--- src/hw/sdc_pkg.sv ---
// Purpose: Constants and types for the codec channel filter path
// Assumes: SYS_CLK is the master clock, eight times the modulator rate; APB register access
// Notes:   One rule to a line below, each tag as used in the logic
// Overview of operation
// - The decimator takes one modulator bit every eighth clock.
// - The decimator is a three-stage sinc-cubed filter whose ratio is 32 to 256 by rate.
// - At ratio 32 each stage grows five bits and the 16-bit word ends in one zero bit.
// - At lower rates the wider decimator result is truncated to the 16-bit word.
// - The ADC word is twos complement and truncated to 16 bits in data mode.
// - Input at or above positive full scale gives the saturated code 0x7fff.
// - Mixed mode keeps 15 bits and uses the word's top bit as the control-or-data flag.
// - DAC words are twos complement with 0x7fff full positive and 0x8000 full negative.
// - The interpolator raises DAC words to the one-eighth clock rate with the same sinc-cubed form.
// - One DAC word is taken per sample period and the last one is reused if none came.
// - Setting the bypass bit 5 of the filter control register skips the interpolator.
// - A digital sigma-delta modulator turns the 16-bit data into a 1-bit stream at one eighth clock.
// - Gain field bits 2..0 select 0, 6, 12, 18, 20, 26, 32 or 38 dB of encoder gain.
// - Rates of 64, 32, 16 or 8 kHz are offered, scaled from a 16.384 MHz master clock.
// - Data mode needs mode bit 0 set and mixed mode needs bits 0 and 1 set.
package sdc_pkg;
   // Register byte offsets
   localparam logic [7:0] SDC_SERIAL_MODE_OFF = 8'h00;
   localparam logic [7:0] SDC_RATE_OFF        = 8'h04;
   localparam logic [7:0] SDC_GAIN_CTRL_OFF   = 8'h08;
   localparam logic [7:0] SDC_FILT_CTRL_OFF   = 8'h0c;
   localparam logic [7:0] SDC_ADC_DATA_OFF    = 8'h10;
   localparam logic [7:0] SDC_DAC_DATA_OFF    = 8'h14;
   localparam logic [7:0] SDC_STATUS_OFF      = 8'h18;
   // Field positions
   localparam int SDC_MODE_DATA_BIT  = 0;
   localparam int SDC_MODE_MIXED_BIT = 1;
   localparam int SDC_BYPASS_BIT     = 5;
   localparam int SDC_OVR_BIT        = 0;
   localparam int SDC_GAIN_DB_LSB    = 8;
   // Timing: modulator runs at clock over eight
   localparam logic [2:0] SDC_MOD_DIV_LAST = 3'h7;
   localparam int SDC_MCLK_KHZ = 16384;
   // Word widths and fixed codes
   localparam logic [15:0] SDC_POS_FS = 16'h7fff;
   localparam logic [15:0] SDC_NEG_FS = 16'h8000;
   localparam logic [17:0] SDC_SDM_POS = 18'h07fff;
   localparam logic [17:0] SDC_SDM_NEG = 18'h38000;
   // Reset values
   localparam logic [1:0] SDC_RATE_RST = 2'h0;
   localparam logic [2:0] SDC_GAIN_RST = 3'h0;
   localparam logic [7:0] SDC_GAIN_DB_TABLE [8] = '{8'd0, 8'd6, 8'd12, 8'd18, 8'd20, 8'd26, 8'd32, 8'd38};
   typedef enum logic [1:0] {SDC_R64K, SDC_R32K, SDC_R16K, SDC_R8K} sdc_rate_t;
endpackage : sdc_pkg

--- src/hw/sdc_filter_path.sv ---
// Purpose: Sinc-cubed decimator, interpolator and sigma-delta modulator of one channel
// Assumes: All inputs synchronous to SYS_CLK; APB slave with zero-wait access phase
// Notes:   The decimator cannot stall, so a full output buffer drops a word and flags it
//          Rates are SYS_CLK over 8N, so a 20 MHz clock runs about 22 percent above the nominal rates
`timescale 1ns/1ps
module sdc_filter_path
   import sdc_pkg::*;
(
   // Clock and reset
   input  wire logic        SYS_CLK,
   input  wire logic        SRST,
   // APB slave
   input  wire logic        PSEL,
   input  wire logic        PENABLE,
   input  wire logic        PWRITE,
   input  wire logic [7:0]  PADDR,
   input  wire logic [31:0] PWDATA,
   output logic             PREADY,
   output logic             PSLVERR,
   output logic [31:0]      PRDATA,
   // Modulator and DAC side
   input  wire logic        MOD_BIT,
   output logic             DAC_BIT,
   output logic [2:0]       GAIN_SEL,
   // Host serial port side
   output logic [15:0]      ADC_WORD,
   output logic             ADC_VALID,
   input  wire logic        ADC_READY,
   input  wire logic [15:0] DAC_WORD,
   input  wire logic        DAC_VALID,
   output logic             DAC_READY,
   output logic             SAMPLE_TICK
);

   // Decimator words are 26 bits so 256 cubed fits with headroom; interpolator words are
   // 34 bits so full scale times 256 squared never wraps. All state lives in this one
   // struct so reset and the next-state copy cannot miss a field.
   typedef struct packed {
      logic               mode_data;
      logic               mode_mixed;
      logic [1:0]         rate;
      logic [2:0]         gain;
      logic               bypass;
      logic [2:0]         div;
      logic [7:0]         dec_cnt;
      logic [25:0]        di1;
      logic [25:0]        di2;
      logic [25:0]        di3;
      logic [25:0]        dd1;
      logic [25:0]        dd2;
      logic [25:0]        dd3;
      logic [15:0]        adc_word;
      logic [1:0][15:0]   fifo;
      logic               wr_ptr;
      logic               rd_ptr;
      logic [1:0]         count;
      logic               overrun;
      logic [15:0]        dac_hold;
      logic [15:0]        dac_cur;
      logic [33:0]        cd1;
      logic [33:0]        cd2;
      logic [33:0]        cd3;
      logic [33:0]        ii1;
      logic [33:0]        ii2;
      logic [33:0]        ii3;
      logic [17:0]        sdm_acc;
      logic               sdm_bit;
      logic [31:0]        prdata;
   } sdc_state_t;

   // Present state and the value it takes at the next edge
   sdc_state_t r_reg;
   sdc_state_t r_next;

   // Stage growth in bits per stage for a rate code: 5 at 64 kHz up to 8 at 8 kHz
   // Shared by the decimator format and the interpolator gain so both track one rate
   function automatic logic [3:0] stage_bits(input logic [1:0] rate);
      stage_bits = 4'h5 + {2'h0, rate};
   endfunction : stage_bits

   // Decimation ratio minus one for a rate code
   // At ratio 256 the ninth bit is dropped and the subtraction wraps to 255 on purpose
   function automatic logic [7:0] ratio_last(input logic [1:0] rate);
      logic [8:0] full;
      full = 9'h001 << stage_bits(rate);
      ratio_last = full[7:0] - 8'h01;
   endfunction : ratio_last

   // Turn the unipolar comb result into a 16-bit twos complement word
   // The comb counts ones, so half of full scale is the zero point; growth of 15 to 24
   // bits is aligned to bit 23 before the top 16 bits are kept
   function automatic logic [15:0] adc_format(input logic [25:0] acc, input logic [1:0] rate);
      logic [4:0]  growth;
      logic [25:0] half;
      logic [25:0] fs;
      logic [25:0] s;
      logic [25:0] sh;
      growth = 5'(3 * stage_bits(rate));
      half   = 26'h1 << (growth - 5'h1);
      fs     = 26'h1 << growth;
      s      = acc - half;                  // Centre on zero
      sh     = s << (5'd24 - growth);       // Align growth to 24 bits
      if (acc >= fs) begin
         adc_format = SDC_POS_FS;           // Positive full scale clamps
      end else begin
         adc_format = sh[23:8];             // Drop low bits, one zero at ratio 32
      end
   endfunction : adc_format

   // Clamp a wide signed value to a 16-bit DAC code
   // Interpolator overshoot on steps is clamped here rather than allowed to wrap
   function automatic logic [15:0] sat16(input logic signed [33:0] v);
      if (v > 34'sh0_0000_7fff) begin
         sat16 = SDC_POS_FS;
      end else if (v < -34'sh0_0000_8000) begin
         sat16 = SDC_NEG_FS;
      end else begin
         sat16 = v[15:0];
      end
   endfunction : sat16

   // Combinational helpers, all recomputed every cycle
   logic        mod_en;
   logic        smp;
   logic        mixed_on;
   logic        push;
   logic        pop;
   logic        wr_acc;
   logic        rd_setup;
   logic        mapped;
   logic [25:0] dc1;
   logic [25:0] dc2;
   logic [25:0] dc3;
   logic [15:0] adc_fmt;
   logic [15:0] adc_out;
   logic [33:0] x_in;
   logic [33:0] ic1;
   logic [33:0] ic2;
   logic [33:0] ic3;
   logic [33:0] iy;
   logic [15:0] sdm_x;
   logic [17:0] fb;
   logic [17:0] acc_n;
   logic [15:0] dac_take;
   logic [7:0]  gain_db;

   // Address decode and bus phases
   // Read data is fetched in the setup cycle, which lets PREADY stay high and every
   // transfer finish in two cycles
   always_comb begin
      wr_acc   = PSEL && PENABLE && PWRITE;
      rd_setup = PSEL && !PENABLE && !PWRITE;
      unique case (PADDR)
         SDC_SERIAL_MODE_OFF, SDC_RATE_OFF, SDC_GAIN_CTRL_OFF, SDC_FILT_CTRL_OFF,
         SDC_ADC_DATA_OFF, SDC_DAC_DATA_OFF, SDC_STATUS_OFF: mapped = 1'b1;
         default: mapped = 1'b0;
      endcase
   end

   // Mode decode and sample timing
   // The tick and the modulator enable come from one divider, so every rate shares its phase
   always_comb begin
      mixed_on = r_reg.mode_data && r_reg.mode_mixed;
      mod_en   = (r_reg.div == SDC_MOD_DIV_LAST);                     // Modulator rate tick
      smp      = mod_en && (r_reg.dec_cnt == ratio_last(r_reg.rate)); // One per N ticks
      gain_db  = SDC_GAIN_DB_TABLE[r_reg.gain];
   end

   // Decimator combs run once per output sample
   // Integrators and combs wrap modulo 2^26; the difference over one period is still exact
   // because the largest result, 256 cubed, fits with room to spare
   always_comb begin
      dc1     = r_reg.di3 - r_reg.dd1;
      dc2     = dc1 - r_reg.dd2;
      dc3     = dc2 - r_reg.dd3;
      adc_fmt = adc_format(dc3, r_reg.rate);
      if (mixed_on) begin
         adc_out = {1'b0, adc_fmt[15:1]};   // Flag low marks data, 15 bits left
      end else begin
         adc_out = adc_fmt;
      end
   end

   // Host word selection: mixed mode words with the flag set carry control, not audio
   // Data words lose their flag bit and shift up one place to keep full scale
   always_comb begin
      if (mixed_on) begin
         dac_take = {DAC_WORD[14:0], 1'b0};
      end else begin
         dac_take = DAC_WORD;
      end
   end

   // Interpolator combs at sample rate, integrators at modulator rate
   // Zero stuffing leaves a gain of N squared, taken out by a right shift of twice the
   // stage growth
   always_comb begin
      x_in = {{18{r_reg.dac_hold[15]}}, r_reg.dac_hold};
      ic1  = x_in - r_reg.cd1;
      ic2  = ic1 - r_reg.cd2;
      ic3  = ic2 - r_reg.cd3;
      iy   = 34'($signed(r_reg.ii3) >>> (5'({1'b0, stage_bits(r_reg.rate)}) << 1)); // Remove N squared gain
      if (r_reg.bypass) begin
         sdm_x = r_reg.dac_cur;             // Held word straight to modulator
      end else begin
         sdm_x = sat16(iy);
      end
   end

   // First order error feedback modulator
   // The accumulator stays within one full-scale step of zero, so 18 bits cannot wrap
   // for any 16-bit input, including both full-scale codes
   always_comb begin
      fb    = r_reg.sdm_bit ? SDC_SDM_POS : SDC_SDM_NEG;
      acc_n = r_reg.sdm_acc + {{2{sdm_x[15]}}, sdm_x} - fb;
   end

   // Two-entry output buffer handshakes
   // The decimator runs at a fixed rate and cannot wait, so a full buffer drops the
   // newest word and raises the overrun flag rather than stalling the filter
   always_comb begin
      pop  = ADC_VALID && ADC_READY;
      push = smp && r_reg.mode_data;        // Control mode sends no samples
   end

   // Next state
   always_comb begin
      r_next = r_reg;
      r_next.div = r_reg.div + 3'h1;
      // Integrators take the modulator bit at clock over eight
      // The modulator output moves on the same tick, so DAC_BIT changes at most every eighth clock
      if (mod_en) begin
         r_next.di1 = r_reg.di1 + {25'h0, MOD_BIT};
         r_next.di2 = r_reg.di2 + r_reg.di1;
         r_next.di3 = r_reg.di3 + r_reg.di2;
         r_next.dec_cnt = smp ? 8'h00 : r_reg.dec_cnt + 8'h01;
         r_next.ii1 = r_reg.ii1 + (smp ? ic3 : 34'h0); // Zero stuffing between samples
         r_next.ii2 = r_reg.ii2 + r_reg.ii1;
         r_next.ii3 = r_reg.ii3 + r_reg.ii2;
         r_next.sdm_acc = acc_n;
         r_next.sdm_bit = !acc_n[17];
      end
      // Sample period boundary
      // Combs and the held DAC word move only here, once per output period
      if (smp) begin
         r_next.dd1 = r_reg.di3;
         r_next.dd2 = dc1;
         r_next.dd3 = dc2;
         r_next.adc_word = adc_out;         // Held for a whole period
         r_next.cd1 = x_in;
         r_next.cd2 = ic1;
         r_next.cd3 = ic2;
         r_next.dac_cur = r_reg.dac_hold;   // Last word reused if none arrived
      end
      // Host word capture
      // A word that arrives between ticks waits in the hold register; the last one wins
      if (DAC_VALID && r_reg.mode_data && !(mixed_on && DAC_WORD[15])) begin
         r_next.dac_hold = dac_take;
      end
      // Output buffer
      // A pop and a push in one cycle keep the count and overwrite no live entry
      if (pop) begin
         r_next.rd_ptr = !r_reg.rd_ptr;
      end
      if (push && (r_reg.count != 2'h2 || pop)) begin
         r_next.fifo[r_reg.wr_ptr] = adc_out;
         r_next.wr_ptr = !r_reg.wr_ptr;
      end
      r_next.count = r_reg.count + ((push && (r_reg.count != 2'h2 || pop)) ? 2'h1 : 2'h0)
                     - (pop ? 2'h1 : 2'h0);
      // Register writes take effect at the access edge
      // Unmapped addresses fall into the default branch and change nothing
      if (wr_acc) begin
         unique case (PADDR)
            SDC_SERIAL_MODE_OFF: begin
               r_next.mode_data  = PWDATA[SDC_MODE_DATA_BIT];
               r_next.mode_mixed = PWDATA[SDC_MODE_MIXED_BIT];
            end
            SDC_RATE_OFF: begin
               // Restart the period so a shorter ratio does not wait for the counter to wrap
               r_next.rate    = PWDATA[1:0];
               r_next.dec_cnt = 8'h00;
            end
            SDC_GAIN_CTRL_OFF: r_next.gain   = PWDATA[2:0];
            SDC_FILT_CTRL_OFF: r_next.bypass = PWDATA[SDC_BYPASS_BIT];
            SDC_STATUS_OFF: begin
               if (PWDATA[SDC_OVR_BIT]) begin
                  r_next.overrun = 1'b0;
               end
            end
            default: ;
         endcase
      end
      // Overrun set wins over a clear in the same cycle
      if (push && r_reg.count == 2'h2 && !pop) begin
         r_next.overrun = 1'b1;
      end
      // Read data is captured in the setup cycle
      // Unused bits read as zero because the whole word is cleared first
      if (rd_setup) begin
         r_next.prdata = 32'h0;
         unique case (PADDR)
            SDC_SERIAL_MODE_OFF: r_next.prdata[1:0] = {r_reg.mode_mixed, r_reg.mode_data};
            SDC_RATE_OFF:        r_next.prdata[1:0] = r_reg.rate;
            SDC_GAIN_CTRL_OFF:   r_next.prdata[2:0] = r_reg.gain;
            SDC_FILT_CTRL_OFF:   r_next.prdata[SDC_BYPASS_BIT] = r_reg.bypass;
            SDC_ADC_DATA_OFF:    r_next.prdata[15:0] = r_reg.adc_word;
            SDC_DAC_DATA_OFF:    r_next.prdata[15:0] = r_reg.dac_cur;
            SDC_STATUS_OFF: begin
               r_next.prdata[SDC_OVR_BIT] = r_reg.overrun;
               r_next.prdata[2:1] = r_reg.count;
               r_next.prdata[SDC_GAIN_DB_LSB +: 8] = gain_db;
            end
            default: ;
         endcase
      end
   end

   // State register, synchronous reset
   // Clearing the whole struct first keeps every filter register defined; the
   // named fields then take their reset codes
   always_ff @(posedge SYS_CLK) begin
      if (SRST) begin
         r_reg      <= '0;
         r_reg.rate <= SDC_RATE_RST;
         r_reg.gain <= SDC_GAIN_RST;
      end else begin
         r_reg <= r_next;
      end
   end

   // Outputs
   // Stream handshakes are decoded from state, PREADY is tied high and PSLVERR decodes the bus; data outputs are register copies
   assign PREADY      = 1'b1;               // Setup already fetched the data
   assign PSLVERR     = PSEL && PENABLE && !mapped;
   assign PRDATA      = r_reg.prdata;
   assign DAC_BIT     = r_reg.sdm_bit;
   assign GAIN_SEL    = r_reg.gain;
   assign ADC_WORD    = r_reg.fifo[r_reg.rd_ptr];
   assign ADC_VALID   = (r_reg.count != 2'h0);
   assign DAC_READY   = r_reg.mode_data;
   assign SAMPLE_TICK = smp;

endmodule : sdc_filter_path

--- config.mk ---
export PLATFORM = sky130hd
export DESIGN_NAME = sdc_filter_path
export DESIGN_NICKNAME = d
export VERILOG_FILES = /design/src/hw/sdc_pkg.sv /design/src/hw/sdc_filter_path.sv
export SDC_FILE = /design/constraint.sdc
export NUM_CORES = 2
export LEC_CHECK = 0
export BUFFER_PORTS_ARGS = -buffer_cell sky130_fd_sc_hd__buf_2
export CAP_MARGIN = 5
export CORE_ASPECT_RATIO = 1.75
export CORE_UTILIZATION = 64
export CTS_CLUSTER_SIZE = 30
export DETAILED_ROUTE_END_ITERATION = 8
export GPL_TIMING_DRIVEN = 0
export MAX_ROUTING_LAYER = met4
export PLACE_DENSITY = 0.9
export SKIP_CTS_REPAIR_TIMING = 1
export SYNTH_ARGS = -nofsm -noshare
export SYNTH_HDL_FRONTEND = slang
export SYNTH_SLANG_ARGS = --single-unit
--- constraint.sdc ---
create_clock -name SYS_CLK -period 11.4 [get_ports SYS_CLK]
set_input_delay 0.57 -clock SYS_CLK [delete_from_list [all_inputs] [get_ports SYS_CLK]]
set_output_delay 0.57 -clock SYS_CLK [all_outputs]
set_load 0.1 [all_outputs]
==> reports/metrics.yaml <==
outcome: "finished clean"
worst_hold_path_stage_count: 3
die_width_um: 182
edff_count_synth: 0
drc: 0
irDropWorstVdd_uv: 91.3
post_synth.cell_area_avg_um2: 7.79
cts_sinks: 448
htreeDepth: 2
hold_path_class: "input port to flip-flop"
setup_viol_count_final: 0
core_ar_mm2: 0.0555
synth_cells: 4636
critical_path.reg2reg.startpoint: "r_reg[511]$_SDFFE_PP0P_"
ys_dominant_reg_cell: "dfxtp_1"
grt_start_max_net_pins: 18
critical-path-top-cell-by-count: "clkbuf_1"
detail_route.first_pass.iterations: 8
dr_total_vias: 35900
clk_transition_reported_paths_ns: 0.08
startpoint_type: "flip-flop"
fp.dieArea_mm2: 0.0574
post_route_standard_cell_area_excluding_fillers_mm2: 0.0390
rsz0062_at_grt: "no"
post_dp_cell_area_mm2: 0.0374
yosys-top-cells-area: "dfxtp_1 25%, ha_1 13%, a21oi_1 5.6%"
dp_hpwl_mm: 91.4
floorplan.io_pins: 121
drt-wirelength-per-cell_um: 21.8
seq_power_share_pct: 33.8
critical-path-slowest-cell: "clkbuf_1"
worst_pin_slew_ns: 1.45
worst-r2r-cell-count: 27
initial_core_util_pct: 65.1
groute.usage.overall_pct: 42.4
worst-r2r-setup-slack_ns: 1.26
timing.rr.end: "r_reg[151]$_SDFFE_PP0N_"
netSwitchingFraction_pct: 35.0
report.final.hold_viol_count: 0
final_nets: 5250
worst-path-max-fanout: 13
placement.io_buffers: 74
async_flop_share_pct: 0
crit_type: "flip-flop to flip-flop"
cap_violations: 0
hold_end: "r_reg[277]$_SDFFE_PP0P_"
min_from: "DAC_WORD[6]"
worst-endpoint-arrival_ns: 10.62
gpl.final_weighted_congestion: 1.06
synth.distinct_cells: 95
gr-total-overflow: 0
fp-row-count: 114
finalClockSkew_ns: 0.0268
wire_length_of_the_first_global_routing_pass_mm: 184
dr.first_iter.drc_count: 3059
ys_ff_latch: 448
power.combinational.fraction_pct: 32.1
power.switching_uw: 1630
setup_total_negative_slack_ns: 0
drive_gt1_share_pct: 5.86
netlist.top_cell.by_area: "dfxtp_1"
area_delta_synth_final_pct: 7.98
largest_register_ffs: 427
clockPowerShare_pct: 34.2
power_density_mw_per_mm2: 119
drt_wirelength_mm: 120
slew_headroom_pct: 3.22
insertion_delay_ns: 0.60
die_height_um: 316
cts-buffers-inserted: 43
achievable_frequency_ghz: 0.0986
antenna_found_initial: 4
post-route-period-util_pct: 88.9
clockBufferDepth: 3
cts_tree: "built"
power.static_leakage_uw: 0.0163
cellInternalPower_uw: 3020
detail-route-antenna-nets: 0
first_global_vias: 34900
yosys_warnings: 0
finalCriticalPeriod_ns: 10.14
synth.yosys.seq_area_share_pct: 24.8
setup.worst_path.end_class: "flip-flop"
timing_max_transition_violations_final: 0
cts.root.buffer_cell: "clkbuf_16"
synth_cell_area_mm2: 0.0361
viasPerCell: 6.52
critical_path_required_ns: 11.88
synth_top_area_share_pct: 24.8
critical_path.max_stage_delay_ns: 0.81
routing by layer:
layer  GRT usage [%]  vias up  wire, µm
met5               -        -         0
met4            40.8        0     13300
met3            8.49      755      9740
met2            71.7     1750     57200
met1            40.0    16700     39800
li1                -    16700         -
worst max-delay path by stage:
| stage | startpoint | end | slack [ns] | cells after the start |
|---|---|---|---|---|
| floorplan | r_reg[221]$_SDFFE_PP0P_ | r_reg[152]$_SDFFE_PP0N_ | 3.23 | 39 |
| global placement | r_reg[511]$_SDFFE_PP0P_ | r_reg[151]$_SDFFE_PP0N_ | 1.76 | 27 |
| detailed placement | r_reg[511]$_SDFFE_PP0P_ | r_reg[49]$_SDFFE_PP0N_ | 1.77 | 31 |
| CTS | r_reg[511]$_SDFFE_PP0P_ | r_reg[151]$_SDFFE_PP0N_ | 1.69 | 27 |
| global route | r_reg[222]$_SDFFE_PP0P_ | r_reg[151]$_SDFFE_PP0N_ | 0.60 | 40 |
| finish | r_reg[511]$_SDFFE_PP0P_ | r_reg[151]$_SDFFE_PP0N_ | 1.26 | 27 |
cell type report:
class                      instances  area, µm²
sequential                       448       8970
antenna                            5       12.5
tap                              696        871
inverter                         273       1020
clock buffer                      58       1240
fill                            4365      16500
multi-input combinational       3701      25200
clock inverter                    20        278
buffer                           234       1020
timing repair buffer              76        400
critical path: cells and delay by family, from the launching register on:
kind | cells | cell delay (ns)
compound gates | 11 | 3.19
xor+xnor | 1 | 0.14
fa+ha+maj | 3 | 1.45
buf+inv | 8 | 3.90
flops | 1 | 0.38
simple gates | 4 | 0.92
placed cells by master (no fill, tap or decap), drive strengths merged, types with 19 or more instances in the layout:
cell,count
buf,158
a311oi,25
nand2,520
o21bai,28
ha,379
nand2b,56
nand4,31
xnor2,178
o211ai,38
nand3,104
a21oi,404
o31ai,20
inv,274
a31oi,43
dfxtp,448
mux2i,133
and3,39
a21boi,29
nor2,473
nor2b,71
conb,22
fa,30
o21ai,231
o21a,67
xor2,94
nor3,103
and2,24
or3,49
a211oi,96
a211o,19
a22oi,22
mux2,39
clkbuf,210
a21o,107
power groups by stage:
stage / registers, µW / logic [µW] / clock network, µW
6_report: 1570 / 1490 / 1590
3_3_place_gp: 1610 / 1410 / 0
4_1_cts: 1570 / 1430 / 1570
5_1_grt: 1570 / 1570 / 1640
3_5_place_dp: 1610 / 1420 / 0
2_1_floorplan: 1600 / 1040 / 0
cells by family (layout without fill, tap and decap cells):
| group | count (synthesis) | count (layout) | share of synthesized area (%) |
|---|---|---|---|
| buffers and inverters | 507 | 661 | 5.66 |
| muxes | 187 | 187 | 5.90 |
| AOI/OAI and AO/OA | 1262 | 1262 | 22.6 |
| DFF | 448 | 448 | 24.8 |
| and+or+nand+nor | 1547 | 1547 | 19.5 |
| other | 2 | 27 | 0.0208 |
| adders and majority gates | 409 | 409 | 14.8 |
| xor gates and xnor gates | 274 | 274 | 6.72 |
Yosys cell counts (9+ instances only):
cell type and number:
a21oi_1 402, mux2_2 39, a221oi_1 10, a31oi_1 42
buf_1 41, clkbuf_1 152, a311oi_1 24, a211o_1 18
nand2_1 520, o21ai_0 227, nand4_1 31, xor2_1 94
fa_1 30, nor3_1 102, nor3b_1 13, a21boi_0 28
buf_4 36, xnor2_1 178, o21a_1 67, nor2_1 473
and4_1 9, and3_1 38, and2_1 24, a21o_1 107
o22ai_1 17, a211oi_1 95, nor2b_1 71, inv_1 270
o31ai_1 20, mux2i_1 132, o211ai_1 38, nand3_1 104
a22oi_1 22, ha_1 379, nand2b_1 56, dfxtp_1 448
or3_1 49, or2_2 17, mux4_2 12, o21bai_1 28
nand3b_1 9, o31a_1 10
per-stage QoR:
step	hold WS (ns)	instances	total power, µW	util [%]	setup slack, ns
floorplan	0.399	4656	2650	-	3.23
global placement	0.418	5426	3020	67.5	1.76
detailed placement	0.429	5426	3020	67.5	1.77
CTS	0.258	5504	4570	70.2	1.69
global route	0.272	5510	4780	70.3	0.602
finish	0.237	5511	4650	70.3	1.26
Note: power is estimated with default switching activity, not from simulation.
